<file path="config.mk">
export PLATFORM = sky130hd
export DESIGN_NAME = hpb_bridge_regs
export DESIGN_NICKNAME = d
export VERILOG_FILES = /design/src/hpb_pkg.sv /design/src/hpb_claim_filter.sv /design/src/hpb_bridge_regs.sv
export SDC_FILE = /design/constraint.sdc
export NUM_CORES = 1
export LEC_CHECK = 0
export ABC_AREA = 1
export BUFFER_PORTS_ARGS = -buffer_cell sky130_fd_sc_hd__buf_2
export CORE_UTILIZATION = 30
export DETAILED_ROUTE_END_ITERATION = 16
export HOLD_SLACK_MARGIN = 0.12
export PLACE_DENSITY_LB_ADDON = 0.08
export SLEW_MARGIN = 20
export SYNTH_ARGS = -nofsm -noshare
export SYNTH_HDL_FRONTEND = slang
export SYNTH_SLANG_ARGS = --single-unit
</file>
<file path="constraint.sdc">
create_clock -name clock -period 1.2 [get_ports clock]
set_input_delay 0.06 -clock clock [delete_from_list [all_inputs] [get_ports clock]]
set_output_delay 0.06 -clock clock [all_outputs]
set_load 0.005 [all_outputs]
</file>
<file path="src/hpb_pkg.sv">
// Purpose: constants and carrier types for the hub-to-pci bridge control slice
// Assumes: byte-addressed configuration space, 16-bit register view
// Notes:   offsets are configuration-space byte addresses
`default_nettype none
package hpb_pkg;

  // ****************************************
  // register map
  // ****************************************
  localparam logic [7:0] IO_BASE_UPPER_OFS  = 8'h30;
  localparam logic [7:0] IO_LIMIT_UPPER_OFS = 8'h32;
  localparam logic [7:0] INT_ROUTING_OFS    = 8'h3c;
  localparam logic [7:0] BRIDGE_CONTROL_OFS = 8'h3e;

  localparam logic [15:0] IO_UPPER_VALUE    = 16'h0000;
  localparam logic [7:0]  INT_ROUTING_VALUE = 8'h00;
  localparam logic [15:0] BRIDGE_RESET      = 16'h0000;

  // ****************************************
  // bridge_control fields
  // ****************************************
  localparam int BC_FAST_B2B_BIT    = 7;
  localparam int BC_SEC_RESET_BIT   = 6;
  localparam int BC_MABORT_BIT      = 5;
  localparam int BC_VGA_BIT         = 3;
  localparam int BC_ISA_BIT         = 2;
  localparam int BC_SERR_BIT        = 1;
  localparam int BC_PARITY_BIT      = 0;
  localparam logic [15:0] BC_WRITABLE_FULL    = 16'h002f;
  localparam logic [15:0] BC_WRITABLE_REDUCED = 16'h002e;

  // ****************************************
  // decode windows
  // ****************************************
  localparam logic [31:0] VGA_MEM_LOW  = 32'h000a0000;
  localparam logic [31:0] VGA_MEM_HIGH = 32'h000bffff;
  localparam logic [15:0] VGA_IO_LOW0  = 16'h03b0;
  localparam logic [15:0] VGA_IO_HIGH0 = 16'h03bb;
  localparam logic [15:0] VGA_IO_LOW1  = 16'h03c0;
  localparam logic [15:0] VGA_IO_HIGH1 = 16'h03df;
  localparam logic [9:0]  IO_ALIAS_MASK = 10'h3ff;

  // configuration access carrier
  typedef struct packed {
    logic        rd;
    logic        wr;
    logic [7:0]  addr;
    logic [1:0]  byteEn;
    logic [15:0] wdata;
  } hpb_cfg_type;

  // pci cycle presented for claim decode
  typedef struct packed {
    logic        valid;
    logic        isIo;
    logic [31:0] addr;
  } hpb_cycle_type;

endpackage
`default_nettype wire

</file>
<file path="src/hpb_claim_filter.sv">
// Purpose: vetoes claims of legacy vga cycles coming from pci
// Assumes: cycle fields stable while valid
// Notes:   pure combinational veto, registered by the caller
`timescale 1ns/1ps
`default_nettype none
module hpb_claim_filter
  import hpb_pkg::*;
(
  // cycle and control
  input  wire hpb_cycle_type cycle,
  input  wire logic          vgaEnable,
  // result
  output logic               veto
);
  wire logic [9:0] ioLow   = cycle.addr[9:0] & IO_ALIAS_MASK;
  wire logic       vgaIo   = ({6'h00, ioLow} >= VGA_IO_LOW0 && {6'h00, ioLow} <= VGA_IO_HIGH0)
                          || ({6'h00, ioLow} >= VGA_IO_LOW1 && {6'h00, ioLow} <= VGA_IO_HIGH1);
  wire logic       vgaMem  = cycle.addr >= VGA_MEM_LOW && cycle.addr <= VGA_MEM_HIGH;

  // io veto holds whatever the enable says
  assign veto = cycle.valid && (cycle.isIo ? vgaIo : (vgaEnable && vgaMem));
endmodule
`default_nettype wire

</file>
<file path="src/hpb_bridge_regs.sv">
// Purpose: bridge control register slice with serr and parity status
// Assumes: one clock, synchronous active-high reset, config accesses one cycle
// Notes:   read data registered one cycle after rd
`timescale 1ns/1ps
`default_nettype none

module hpb_bridge_regs
  import hpb_pkg::*;
#(
  parameter bit FULL_VARIANT = 1'b1
)(
  // clock and reset
  input  wire logic          clock,
  input  wire logic          reset,
  // configuration access
  input  wire hpb_cfg_type   cfg,
  output logic [15:0]        rdata_ff,
  // command register inputs and nmi routing
  input  wire logic          cmdSerrEnable,
  input  wire logic          nmiEnable,
  input  wire logic          nmiToSmi,
  // pci error events
  input  wire logic          serrAsserted,
  input  wire logic          internalMaster,
  input  wire logic          perrOnWrite,
  input  wire logic          readParityError,
  input  wire logic          clearSystemError,
  input  wire logic          clearParityError,
  // decode
  input  wire hpb_cycle_type pciCycle,
  output logic               claimVeto_ff,
  output logic               masterAbortMode_ff,
  output logic               fastBackToBack_ff,
  // status and interrupts
  output logic               signaledSystemError_ff,
  output logic               dataParityError_ff,
  output logic               nmi_ff,
  output logic               systemManagementInterrupt_ff
);

  // ****************************************
  // bridge control storage
  // ****************************************
  logic [15:0] bridgeCtl_ff;
  logic [15:0] nxt_bridgeCtl;
  wire logic [15:0] writeMask = FULL_VARIANT ? BC_WRITABLE_FULL : BC_WRITABLE_REDUCED;
  wire logic [15:0] laneMask  = {{8{cfg.byteEn[1]}}, {8{cfg.byteEn[0]}}};
  wire logic        ctlWrite  = cfg.wr && cfg.addr == BRIDGE_CONTROL_OFS;
  wire logic [15:0] bitsTaken = writeMask & laneMask;

  // fixed and reserved bits never take write data
  assign nxt_bridgeCtl = ctlWrite ? ((bridgeCtl_ff & ~bitsTaken) | (cfg.wdata & bitsTaken))
                                  : bridgeCtl_ff;

  always_ff @(posedge clock) begin
    if (reset) begin
      bridgeCtl_ff <= BRIDGE_RESET;
    end else begin
      bridgeCtl_ff <= nxt_bridgeCtl;
    end
  end

  wire logic vgaEnable    = bridgeCtl_ff[BC_VGA_BIT];
  wire logic serrEnable   = bridgeCtl_ff[BC_SERR_BIT];
  wire logic parityEnable = FULL_VARIANT && bridgeCtl_ff[BC_PARITY_BIT];

  // ****************************************
  // read path
  // ****************************************
  wire logic [15:0] readMux =
      (cfg.addr == IO_BASE_UPPER_OFS)  ? IO_UPPER_VALUE :
      (cfg.addr == IO_LIMIT_UPPER_OFS) ? IO_UPPER_VALUE :
      (cfg.addr == INT_ROUTING_OFS)    ? {8'h00, INT_ROUTING_VALUE} :
      (cfg.addr == BRIDGE_CONTROL_OFS) ? bridgeCtl_ff : 16'h0000;

  always_ff @(posedge clock) begin
    if (reset) begin
      rdata_ff <= 16'h0000;
    end else if (cfg.rd) begin
      rdata_ff <= readMux;
    end
  end

  // ****************************************
  // claim decode
  // ****************************************
  logic veto;
  hpb_claim_filter u_filter (
    .cycle     (pciCycle),
    .vgaEnable (vgaEnable),
    .veto      (veto)
  );

  always_ff @(posedge clock) begin
    if (reset) begin
      claimVeto_ff       <= 1'b0;
      masterAbortMode_ff <= 1'b0;
      fastBackToBack_ff  <= 1'b0;
    end else begin
      claimVeto_ff       <= veto;
      // abort handling sees a cleared mode regardless of storage
      masterAbortMode_ff <= 1'b0;
      fastBackToBack_ff  <= 1'b0;
    end
  end

  // ****************************************
  // error status and escalation
  // ****************************************
  wire logic serrEvent   = serrAsserted && serrEnable && cmdSerrEnable;
  wire logic parityEvent = parityEnable && internalMaster && (perrOnWrite || readParityError);

  // set wins over a clear in the same cycle
  wire logic nxt_sse = serrEvent || (signaledSystemError_ff && !clearSystemError);
  wire logic nxt_dpe = parityEvent || (dataParityError_ff && !clearParityError);
  wire logic escalate = serrEvent || (parityEvent && nmiEnable);

  always_ff @(posedge clock) begin
    if (reset) begin
      signaledSystemError_ff       <= 1'b0;
      dataParityError_ff           <= 1'b0;
      nmi_ff                       <= 1'b0;
      systemManagementInterrupt_ff <= 1'b0;
    end else begin
      signaledSystemError_ff       <= nxt_sse;
      dataParityError_ff           <= nxt_dpe;
      nmi_ff                       <= escalate && !nmiToSmi;
      systemManagementInterrupt_ff <= escalate && nmiToSmi;
    end
  end

  // ****************************************
  // checks
  // ****************************************
  io_upper_zero_a: assert property (@(posedge clock) disable iff (reset)
    cfg.rd && cfg.addr == IO_BASE_UPPER_OFS |=> rdata_ff == 16'h0000)
    else $error("io base upper word not zero");
  io_limit_zero_a: assert property (@(posedge clock) disable iff (reset)
    cfg.rd && cfg.addr == IO_LIMIT_UPPER_OFS |=> rdata_ff == 16'h0000)
    else $error("io limit upper word not zero");
  int_routing_zero_a: assert property (@(posedge clock) disable iff (reset)
    cfg.rd && cfg.addr == INT_ROUTING_OFS |=> rdata_ff == 16'h0000)
    else $error("interrupt routing byte not zero");
  fixed_bits_zero_a: assert property (@(posedge clock) disable iff (reset)
    (bridgeCtl_ff & ~writeMask) == 16'h0000)
    else $error("fixed bridge control bit set");
  mabort_ignored_a: assert property (@(posedge clock) disable iff (reset)
    bridgeCtl_ff[BC_MABORT_BIT] |=> !masterAbortMode_ff)
    else $error("master abort mode honoured");
  vga_mem_veto_a: assert property (@(posedge clock) disable iff (reset)
    pciCycle.valid && !pciCycle.isIo && vgaEnable && pciCycle.addr == VGA_MEM_LOW
    |=> claimVeto_ff)
    else $error("vga memory cycle claimed");
  vga_io_veto_a: assert property (@(posedge clock) disable iff (reset)
    pciCycle.valid && pciCycle.isIo && pciCycle.addr[9:0] == VGA_IO_LOW1[9:0] |=> claimVeto_ff)
    else $error("vga io cycle claimed");
  serr_status_a: assert property (@(posedge clock) disable iff (reset)
    serrAsserted && serrEnable && cmdSerrEnable
    |=> signaledSystemError_ff && (nmi_ff || systemManagementInterrupt_ff))
    else $error("serr not escalated");
  parity_flag_a: assert property (@(posedge clock) disable iff (reset)
    !parityEnable && !dataParityError_ff |=> !dataParityError_ff)
    else $error("parity flag set while disabled");

  // ****************************************
  // storage and read-back checks
  // ****************************************
  // write data may land only in the writable positions
  ctl_write_a: assert property (@(posedge clock) disable iff (reset)
    ctlWrite && cfg.byteEn == 2'h3 |=> bridgeCtl_ff == ($past(cfg.wdata) & writeMask))
    else $error("bridge control write did not land");
  lane_keep_a: assert property (@(posedge clock) disable iff (reset)
    ctlWrite && !cfg.byteEn[0] |=> bridgeCtl_ff[7:0] == $past(bridgeCtl_ff[7:0]))
    else $error("disabled byte lane was written");
  ctl_readback_a: assert property (@(posedge clock) disable iff (reset)
    cfg.rd && cfg.addr == BRIDGE_CONTROL_OFS |=> rdata_ff == $past(bridgeCtl_ff))
    else $error("bridge control read back wrong");

  // ****************************************
  // decode checks
  // ****************************************
  mem_window_a: assert property (@(posedge clock) disable iff (reset)
    pciCycle.valid && !pciCycle.isIo && vgaEnable
    && pciCycle.addr >= VGA_MEM_LOW && pciCycle.addr <= VGA_MEM_HIGH |=> claimVeto_ff)
    else $error("vga memory window claimed");
  io_window_a: assert property (@(posedge clock) disable iff (reset)
    pciCycle.valid && pciCycle.isIo && pciCycle.addr[9:0] >= VGA_IO_LOW0[9:0]
    && pciCycle.addr[9:0] <= VGA_IO_HIGH0[9:0] |=> claimVeto_ff)
    else $error("vga io window claimed");
  idle_no_veto_a: assert property (@(posedge clock) disable iff (reset)
    !pciCycle.valid |=> !claimVeto_ff)
    else $error("veto without a cycle");

  // ****************************************
  // status and escalation checks
  // ****************************************
  serr_gated_a: assert property (@(posedge clock) disable iff (reset)
    !signaledSystemError_ff && !(serrAsserted && serrEnable && cmdSerrEnable)
    |=> !signaledSystemError_ff)
    else $error("system error flag set without enables");
  sse_clear_a: assert property (@(posedge clock) disable iff (reset)
    signaledSystemError_ff && clearSystemError && !serrEvent |=> !signaledSystemError_ff)
    else $error("system error flag not cleared");
  dpe_clear_a: assert property (@(posedge clock) disable iff (reset)
    dataParityError_ff && clearParityError && !parityEvent |=> !dataParityError_ff)
    else $error("parity flag not cleared");
  parity_nmi_a: assert property (@(posedge clock) disable iff (reset)
    parityEvent && nmiEnable && !nmiToSmi |=> nmi_ff)
    else $error("parity error did not raise nmi");
  no_escalate_a: assert property (@(posedge clock) disable iff (reset)
    !serrEvent && !parityEvent |=> !nmi_ff && !systemManagementInterrupt_ff)
    else $error("interrupt without an event");
endmodule
`default_nettype wire

</file>
==> results of run 1 <==
[cells in the final DEF (no fill, tap or decap), types with 2 or more instances in the layout]
cell	netlist	final
sky130_fd_sc_hd__conb_1	1	13
sky130_fd_sc_hd__a21oi_1	13	13
sky130_fd_sc_hd__nand3_1	3	3
sky130_fd_sc_hd__nand2_1	25	25
sky130_fd_sc_hd__nand4_1	10	10
sky130_fd_sc_hd__nand3b_1	2	2
sky130_fd_sc_hd__inv_1	10	10
sky130_fd_sc_hd__dfxtp_1	15	15
sky130_fd_sc_hd__buf_2	0	61
sky130_fd_sc_hd__clkbuf_4	0	3
sky130_fd_sc_hd__nor2_1	16	16
sky130_fd_sc_hd__dlygate4sd3_1	0	13
sky130_fd_sc_hd__buf_4	14	2
[critical path, stage by stage (launching register included)]
cell                      delay, ps
sky130_fd_sc_hd__dfxtp_1        330
sky130_fd_sc_hd__and3_1         160
sky130_fd_sc_hd__a21oi_1        190
sky130_fd_sc_hd__nor3_1          70
[path summary, 6_finish.rpt]
kind                                                     endpoint                      from  slack, ps
worst max-delay path                            nmi_ff$_SDFF_PP0_                 flip-flop        340
worst min-delay path            signaledSystemError_ff$_SDFF_PP0_              serrAsserted        150
worst max register to register                  nmi_ff$_SDFF_PP0_                 flip-flop        340
worst min register to register           rdata_ff[3]$_SDFFE_PP0P_  rdata_ff[3]$_SDFFE_PP0P_        460
[layer usage]
metal,up-vias,global-route usage,part of all wire
li1,505,-,-
met1,399,0.153,0.41
met2,45,0.265,0.51
met3,4,0.0198,0.065
met4,0,0.0897,0.021
met5,-,0,0
[repair_timing]
action,4_1_cts,5_1_grt
hold buffers,13,0
endpoints found under the setup margin,0,0
endpoints found under the hold margin,15,0
[metrics by stage]
step            util  hold WS, ps  instances  instance area, µm²  setup slack (ps)
2_1_floorplan      -          129        128                 860               448
3_3_place_gp   0.435          243        205                1100               254
5_1_grt        0.497          165        222                1250               245
3_5_place_dp   0.435          246        205                1100               260
4_1_cts        0.497          131        222                1250               326
6_report       0.497          147        222                1250               338
[cell type report]
cell class | count | area, µm² | area share
inverter | 10 | 37.5 | 0.0299
timing repair buffer | 76 | 450 | 0.359
multi-input combinational | 87 | 402 | 0.320
tap | 30 | 37.5 | 0.0299
sequential | 15 | 300 | 0.240
clock buffer | 4 | 26.3 | 0.0210
[cells in the mapped netlist]
cell / instances
sky130_fd_sc_hd__and3_1: 1
sky130_fd_sc_hd__nand4_1: 10
sky130_fd_sc_hd__buf_4: 14
sky130_fd_sc_hd__nor2_1: 16
sky130_fd_sc_hd__nor2_2: 1
sky130_fd_sc_hd__nand3b_1: 2
sky130_fd_sc_hd__a21oi_1: 13
sky130_fd_sc_hd__nor3_1: 1
sky130_fd_sc_hd__nand3_1: 3
sky130_fd_sc_hd__buf_6: 1
sky130_fd_sc_hd__o21a_1: 1
sky130_fd_sc_hd__clkbuf_1: 1
sky130_fd_sc_hd__nor3_4: 1
sky130_fd_sc_hd__conb_1: 1
sky130_fd_sc_hd__inv_1: 10
sky130_fd_sc_hd__nand2_1: 25
sky130_fd_sc_hd__dfxtp_1: 15
[kinds of logic after synthesis]
kind of cell           share of synthesized area
flip-flops                                 0.369
buffers and inverters                      0.194
other                                    0.00460
AO/OA/AOI/OAI                             0.0891
AND/OR/NAND/NOR                            0.344
[where the power goes]
group          leakage (nW)  internal, mW  switching [mW]  total, mW
logic                 0.517         0.103          0.0744      0.177
clock network        0.0150         0.129           0.161      0.290
registers             0.121         0.498        0.000422      0.499
total                 0.653         0.730           0.236      0.966
==> reports/metrics.yaml, run 1 <==
cts:
  cts_buffers: 3
  root_buffer: "sky130_fd_sc_hd__clkbuf_4"
  cts_tree: "built"
  clock_insertion_delay_worst_skew_ps: 280
  htree_levels: 1
  postCtsSetupBuffers: 0
  clock_tree.buffer_depth: 2
  cts_repair_resizes: 0
  clock_pin_slew_reported_for_the_worst_setup_and_hold_paths_after_clock_tree_synthesis_ps: 90
  clkSinkCount: 15
power_and_ir_drop:
  max-vdd-ir-drop_mv: 0.457
  power_uw: 966
  power_density_mw_per_mm2: 770
  leakage_nw: 0.653
die:
  top_level_ports: 96
  core.rowCount: 18
  die-area_mm2: 0.00293
  die_width_um: 54.1
  start_util: 0.323
  design.core.area_mm2: 0.00252
  die_height_um: 54.1
detailed_routing:
  ant_nets: 0
  detailroute.via_count: 953
  routed_wl_um: 1980
  remaining_drc_errors: 0
  drt-initial-drc-count: 10
  drt_pass1_iterations: 4
  post_detailed_route_wirelength_per_cell_um: 8.91
  vias_per_cell: 4.29
critical_path:
  worstPathMaxFanout: 3
  worst-setup-path-type: "flip-flop to flip-flop"
  cp.required_ps: 1370
  timing.reg2reg.worst_path_depth: 3
  crit_path_start_kind: "flip-flop"
  setup.worst_path.end_class: "flip-flop"
  cp.arrival_ps: 1040
synthesis:
  synth_top_cells_by_area: "sky130_fd_sc_hd__dfxtp_1, sky130_fd_sc_hd__buf_4, sky130_fd_sc_hd__nand2_1"
  yosys_warnings: 0
  distinct_cells_synth: 17
  sequential_element_share_of_the_synthesized_area: 0.369
  synth-seq-cells: 15
  syn_avg_cell_area_um2: 7.02
  synthCells: 116
  mappedNetlistArea_um2: 815
  yosys.area.top_type: "sky130_fd_sc_hd__dfxtp_1"
  synth_top_area_frac: 0.369
sta:
  finClkSkew_ps: 0.710
  f_max_ghz: 1.16
  final.period_utilization: 0.718
  grt_setup_unrepaired: "false"
  layout_min_cycle_time_ps: 862
  setup_total_negative_slack_ps: 0
  setup_viol_count_final: 0
  maxSlewViolCount: 0
  hold_viol_final: 0
global_route:
  grt.total_usage: 0.144
  first_global_vias: 802
  antenna_violations_before_repair: 0
  globalRoute.totalOverflow: 0
  grt_start_max_net_pins: 15
  first_pass_grt_wire_length_um: 2990
cells_and_area:
  area_growth_pct: 53.9
  drive_above_1_share: 0.354
  fill_cells: 262
  n_antenna_cell: 0
  nets: 266
min_path:
  worstHoldPathCells: 3
  hp-class: "primary input to flip-flop"
placed_design:
  place_congestion: 0.705
  port-buffer-count: 61
  dp.final_hpwl_um: 1490
run_status:
  outcome: "finished, final reports clean"
run:
  drv_cap: 0
No activity file was read; power rests on OpenSTA's default activity.
==> run 2, diff against run 1 <==
clock period = 0.8 ns   (was 1.2 ns; I/O delays follow)
==> reports/metrics.yaml, run 2 (synthesis gave the netlist of run 1 again) <==
die:
  start_util: 0.323  # unchanged
  die_height_um: 54.1  # unchanged
  die-area_mm2: 0.00293  # unchanged
  design.core.area_mm2: 0.00252  # unchanged
  core.rowCount: 18  # unchanged
  top_level_ports: 96  # unchanged
  die_width_um: 54.1  # unchanged
placed_design:
  dp_cells: 210  # +2.4%
  place_congestion: 0.671  # -4.8%
  dp.final_hpwl_um: 1510  # +1.1%
  place_ws_ps: -37.3  # -297 ps
  port-buffer-count: 61  # unchanged
global_route:
  met3_usage: 0.0508  # +0.0311
  first_pass_grt_wire_length_um: 3120  # +4.1%
  first_global_vias: 869  # +8.4%
  antenna_violations_before_repair: 0  # unchanged
  globalRoute.totalOverflow: 0  # unchanged
  grt_start_max_net_pins: 12  # -3
  grt.total_usage: 0.143  # -0.000994
  grt.met1_usage: 0.147  # -0.00616
  global_route.usage.met2: 0.274  # +0.00823
  grt.busiest_layer: "met2"
cts:
  root_buffer: "sky130_fd_sc_hd__clkbuf_4"
  cts_tree: "built"
  htree_levels: 1  # unchanged
  cts_buffers: 3  # unchanged
  clkSinkCount: 15  # unchanged
  clock_insertion_delay_worst_skew_ps: 270  # about the same
  clock_tree.buffer_depth: 2  # unchanged
  post_cts_hold_buffer_count: 13  # unchanged
  clock_pin_slew_reported_for_the_worst_setup_and_hold_paths_after_clock_tree_synthesis_ps: 80  # about the same
sta:
  finClkSkew_ps: 0.327  # -0.383 ps
  maxSlewViolCount: 0  # unchanged
  whs_ps: 79.1  # -68.0 ps
  setup_viol_count_final: 0  # unchanged
  hold_viol_final: 0  # unchanged
  final.period_utilization: 0.965
  layout_setup_ws_ps: 27.9  # -310 ps
  grt_setup_unrepaired: "true"
  layout_min_cycle_time_ps: 772
  f_max_ghz: 1.30
cells_and_area:
  n_antenna_cell: 0  # unchanged
  drive_above_1_share: 0.444  # +0.0903
  layout.cells.most_common_list: "sky130_fd_sc_hd__buf_2, sky130_fd_sc_hd__nand2_1, sky130_fd_sc_hd__nor2_1, sky130_fd_sc_hd__conb_1, sky130_fd_sc_hd__dlygate4sd3_1"
  final_cell_count_no_fill: 228  # +2.7%
  fin_util: 0.530  # +0.0327
  nets: 272  # +2.3%
  area_growth_pct: 64.1
  most_common_library_cell_in_the_layout_ignoring_fill_and_taps: "sky130_fd_sc_hd__buf_2"
power_and_ir_drop:
  power_density_mw_per_mm2: 1080  # +40%
  leakage_nw: 0.698  # +7.0%
  max-vdd-ir-drop_mv: 1.05  # +130%
  power_mw: 1.44  # +49%
detailed_routing:
  drt-initial-drc-count: 3  # -7
  ant_nets: 0  # unchanged
  detailroute.via_count: 978  # +2.6%
  drt_pass1_iterations: 4  # unchanged
  remaining_drc_errors: 0  # unchanged
  vias_per_cell: 4.29  # about the same
  post_detailed_route_wirelength_per_cell_um: 8.70  # -2.4%
  routed_wl_um: 1980  # +0.25%
critical_path:
  cp.required_ps: 1000  # -370 ps
  critical_path_buf_inv_count: 3  # +3
  reg2reg_setup_slack_ps: 40  # -300 ps
  cp.arrival_ps: 980  # -60 ps
  worstPathMaxFanout: 11  # +8
  worstPathCellList: "buf_2 -> dlygate4sd3_1 -> buf_4 -> a21oi_1"
  worst-setup-path-type: "primary input to flip-flop"
  critical_path.max_stage_delay_ps: 540  # +210 ps
  crit_path_start_kind: "primary input"
  timing.critical_path.slowest_stage_cell: "sky130_fd_sc_hd__dlygate4sd3_1"
  cpLargestDelayFamily: "buffers and inverters"
  setup.worst_path.end_class: "flip-flop"
run:
  drv_cap: 0  # unchanged
min_path:
  hp-class: "primary input to flip-flop"
run_status:
  outcome: "finished, final reports clean"
-- run 2: cell type report --
class                   count  area, µm²
well taps                  30       37.5
inverters                  10       37.5
repair buffers             82        504
fillers                   255       1190
flip-flops and latches     15        312
multi-input cells          87        419
clock buffers               4       26.3
-- run 2: final timing paths --
kind | from | end | cells after the start
max | reset | rdata_ff[1]$_SDFFE_PP0P_ | 4
min | cfg[27] | rdata_ff[5]$_SDFFE_PP0P_ | 3
max reg2reg | flip-flop | nmi_ff$_SDFF_PP0_ | 3
min reg2reg | rdata_ff[5]$_SDFFE_PP0P_ | rdata_ff[5]$_SDFFE_PP0P_ | 2
-- run 2: worst min-delay path, delay by kind of cell --
| kind | cells | cell delay (ps) |
|---|---|---|
| and+or+nand+nor | 1 | 90 |
| AOI/OAI and AO/OA | 1 | 50 |
| buffers and inverters | 1 | 130 |
-- run 2: routing by layer --
metal	vias up	wire (µm)
li1	516	-
met1	412	771
met2	48	1040
met3	2	153
met4	0	14
met5	-	0
-- run 2: metrics by stage --
stage,area [µm²],TNS (ps)
2_1_floorplan,860,0
3_3_place_gp,1130,-88.7
3_5_place_dp,1130,-223
4_1_cts,1300,0
5_1_grt,1340,-17.1
6_report,1340,0
-- run 2: power by group --
group          leakage, nW  total, mW  switching, mW  internal (mW)
combinational        0.558      0.278          0.115          0.163
clock               0.0150      0.412          0.218          0.193
sequential           0.126      0.747       0.000368          0.747
-- run 2: what timing repair did --
| item | in CTS | in global routing |
|---|---|---|
| endpoints found under the setup margin | 3 | 10 |
| endpoints found under the hold margin | 15 | 6 |
| gates resized for setup | 3 | 13 |
| pin swaps | 1 | 2 |
| buffers inserted | 0 | 1 |
==> run 3, diff against run 2 <==
ABC_AREA = not set   (was 1)
==> reports/metrics.yaml, run 3 <==
run_status:
  outcome: "finished, violations left"
  violations: "negative hold slack, negative setup slack"
die:
  die-area_mm2: 0.00275  # -6.1%
  start_util: 0.332  # +0.00933
  top_level_ports: 96  # unchanged
  design.core.area_mm2: 0.00230  # -8.9%
  die_width_um: 52.4  # -3.1%
  core.rowCount: 17  # -1
  die_height_um: 52.4  # -3.1%
critical_path:
  cp.required_ps: 980  # -20 ps
  worst-setup-path-type: "flip-flop to flip-flop"
  worstPathMaxFanout: 3  # -8
  timing.reg2reg.worst_path_depth: 3  # unchanged
  cp.arrival_ps: 1130  # +150 ps
  crit_path_start_kind: "flip-flop"
  regToRegEndpoint: "claimVeto_ff$_SDFF_PP0_"
  reg2reg_setup_slack_ps: -140  # -180 ps
  critical_path.endpoint: "claimVeto_ff$_SDFF_PP0_"
  setup.worst_path.end_class: "flip-flop"
synthesis:
  synth-edff-count: 0  # unchanged
  yosys.area.top_type: "sky130_fd_sc_hd__dfxtp_1"
  mappedNetlistArea_um2: 763  # -6.3%
  synth-main-ff-cell: "sky130_fd_sc_hd__dfxtp_1"
  library_cell_with_the_highest_instance_count_after_synthesis: "sky130_fd_sc_hd__dfxtp_1"
  syn_avg_cell_area_um2: 9.09  # +29%
  synth-seq-cells: 15  # unchanged
  ys_top_cells_by_count: "sky130_fd_sc_hd__dfxtp_1, sky130_fd_sc_hd__buf_4, sky130_fd_sc_hd__a21oi_1"
  synthCells: 84  # -28%
  yosys_warnings: 0  # unchanged
  sequential_element_share_of_the_synthesized_area: 0.393  # +0.0248
  synth_top_area_frac: 0.393  # +0.0248
  synth-async-reset-ratio: 0  # unchanged
  distinct_cells_synth: 26  # +9
  synth_top_cells_by_area: "sky130_fd_sc_hd__dfxtp_1, sky130_fd_sc_hd__buf_4, sky130_fd_sc_hd__mux2i_1"
global_route:
  globalRoute.totalOverflow: 0  # unchanged
  grt.total_usage: 0.139  # -0.00437
  first_global_vias: 732  # -16%
  antenna_violations_before_repair: 0  # unchanged
  grt_start_max_net_pins: 15  # +3
  first_pass_grt_wire_length_um: 2840  # -9.1%
cells_and_area:
  drive_above_1_share: 0.546  # +0.102
  nets: 237  # -13%
  most_common_library_cell_in_the_layout_ignoring_fill_and_taps: "sky130_fd_sc_hd__buf_2"
  layout.cells.most_common_list: "sky130_fd_sc_hd__buf_2, sky130_fd_sc_hd__conb_1, sky130_fd_sc_hd__dfxtp_2, sky130_fd_sc_hd__dlygate4sd3_1"
  final_cell_count_no_fill: 191  # -16%
  final_area_mm2: 0.00131  # -2.3%
  fill_cells: 220  # -14%
  area_growth_pct: 71.0
  n_antenna_cell: 0  # unchanged
cts:
  clock_insertion_delay_worst_skew_ps: 270  # about the same
  post_cts_hold_buffer_count: 11  # -2
  clkSinkCount: 15  # unchanged
  root_buffer: "sky130_fd_sc_hd__clkbuf_4"
  cts_buffers: 3  # unchanged
  cts_tree: "built"
  clock_tree.buffer_depth: 2  # unchanged
  htree_levels: 1  # unchanged
  clock_pin_slew_reported_for_the_worst_setup_and_hold_paths_after_clock_tree_synthesis_ps: 90  # about the same
sta:
  hold_viol_final: 1  # +1
  layout_setup_ws_ps: -143  # -171 ps
  setup_viol_count_final: 2  # +2
  f_max_ghz: 1.06  # -18%
  layout_min_cycle_time_ps: 943  # +171 ps
  whs_ps: -44.8  # -124 ps
  setup_total_negative_slack_ps: -146  # -146 ps
  grt_setup_unrepaired: "true"
  maxSlewViolCount: 0  # unchanged
  final.period_utilization: 1.18  # +0.214
  finClkSkew_ps: 1.36  # +1.03 ps
detailed_routing:
  remaining_drc_errors: 0  # unchanged
  ant_nets: 0  # unchanged
  drt_pass1_iterations: 4  # unchanged
  drt-initial-drc-count: 6  # +3
  routed_wl_um: 1920  # -3.4%
  vias_per_cell: 4.39  # +2.4%
  detailroute.via_count: 839  # -14%
  post_detailed_route_wirelength_per_cell_um: 10.0  # +15%
placed_design:
  place_congestion: 0.706  # +5.3%
  port-buffer-count: 61  # unchanged
  place_ws_ps: -288  # -251 ps
  dp_cells: 176  # -16%
  dp.final_hpwl_um: 1430  # -5.2%
  dpl_cell_area_mm2: 0.00110  # -2.8%
power_and_ir_drop:
  leakage_nw: 0.627  # -10%
  max-vdd-ir-drop_mv: 0.605  # -42%
  power_density_mw_per_mm2: 1100  # +2.2%
run:
  drv_cap: 0  # unchanged
min_path:
  hp-class: "primary input to flip-flop"
==> run 3: cell types whose count changed in the layout (fill, tap and decap cells not counted), moves of 2 or more <==
| cell | previous run | this run |
|---|---|---|
| sky130_fd_sc_hd__a21oi_1 | 11 | 7 |
| sky130_fd_sc_hd__nand4_1 | 10 | 2 |
| sky130_fd_sc_hd__nand3b_1 | 2 | 0 |
| sky130_fd_sc_hd__nor2_1 | 15 | 5 |
| sky130_fd_sc_hd__nand2_1 | 24 | 3 |
| sky130_fd_sc_hd__buf_4 | 8 | 5 |
| sky130_fd_sc_hd__inv_1 | 10 | 0 |
| sky130_fd_sc_hd__nand3_1 | 3 | 5 |
| sky130_fd_sc_hd__mux2i_1 | 0 | 5 |
| sky130_fd_sc_hd__nor2_2 | 2 | 0 |
| sky130_fd_sc_hd__nand2b_1 | 0 | 7 |
| sky130_fd_sc_hd__dlygate4sd3_1 | 12 | 9 |
==> run 3: routing by layer <==
layer / vias to the layer above / part of all wire / track usage / wire length, µm
met5: - / 0 / 0 / 0
li1: 431 / - / - / -
met2: 50 / 0.49 / 0.241 / 948
met3: 2 / 0.077 / 0.0290 / 147
met4: 0 / 0.0073 / 0.0526 / 14
met1: 356 / 0.42 / 0.166 / 807
==> run 3: worst min path at each step <==
stage	start	to	slack (ps)	depth (start not counted)
global placement	nmiToSmi	nmi_ff$_SDFF_PP0_	210	2
CTS	pciCycle[31]	claimVeto_ff$_SDFF_PP0_	-70	2
detailed placement	nmiToSmi	nmi_ff$_SDFF_PP0_	220	2
floorplan	reset	rdata_ff[0]$_SDFFE_PP0P_	110	1
global route	pciCycle[30]	claimVeto_ff$_SDFF_PP0_	-70	2
finish	pciCycle[31]	claimVeto_ff$_SDFF_PP0_	-40	2
==> run 3: cells by family (layout without fill, tap and decap cells) <==
family | count (synthesis) | in the layout | share of synthesized area
other cells | 1 | 13 | 0.00491
compound gates | 13 | 13 | 0.102
mux | 5 | 5 | 0.0656
flops | 15 | 15 | 0.393
simple gates | 35 | 35 | 0.297
buf+inv | 15 | 82 | 0.138
==> run 3: area by class of cell <==
type	count	area (µm²)	share of cell area
Timing Repair Buffer	78	475	0.364
Multi-Input combinational cell	66	457	0.350
Sequential cell	15	312	0.239
Tap cell	28	35.0	0.0268
Clock buffer	4	26.3	0.0201
==> run 3: through the flow <==
stage	power, mW	utilization
global route	1.52	0.568
CTS	1.45	0.548
floorplan	0.869	-
finish	1.43	0.568
global placement	0.965	0.480
detailed placement	0.969	0.480
==> run 3: critical path, stage by stage (launching register included) <==
cell	delay (ps)
sky130_fd_sc_hd__dfxtp_2	340
sky130_fd_sc_hd__nor4b_4	170
sky130_fd_sc_hd__nand4_1	130
sky130_fd_sc_hd__o41ai_2	210
==> run 3: timing repair <==
action | in CTS | in global routing
setup endpoints to repair | 3 | 16
setup buffers | 0 | 0
endpoints found under the hold margin | 15 | 4
pin swaps | 1 | 6
gates cloned | 0 | 0
gates resized for setup | 4 | 16
==> run 3: power breakdown <==
part           total (mW)  switching, mW  internal, mW
registers           0.746       0.000164         0.746
logic               0.263          0.105         0.157
clock network       0.425          0.232         0.193
total                1.43          0.338          1.10
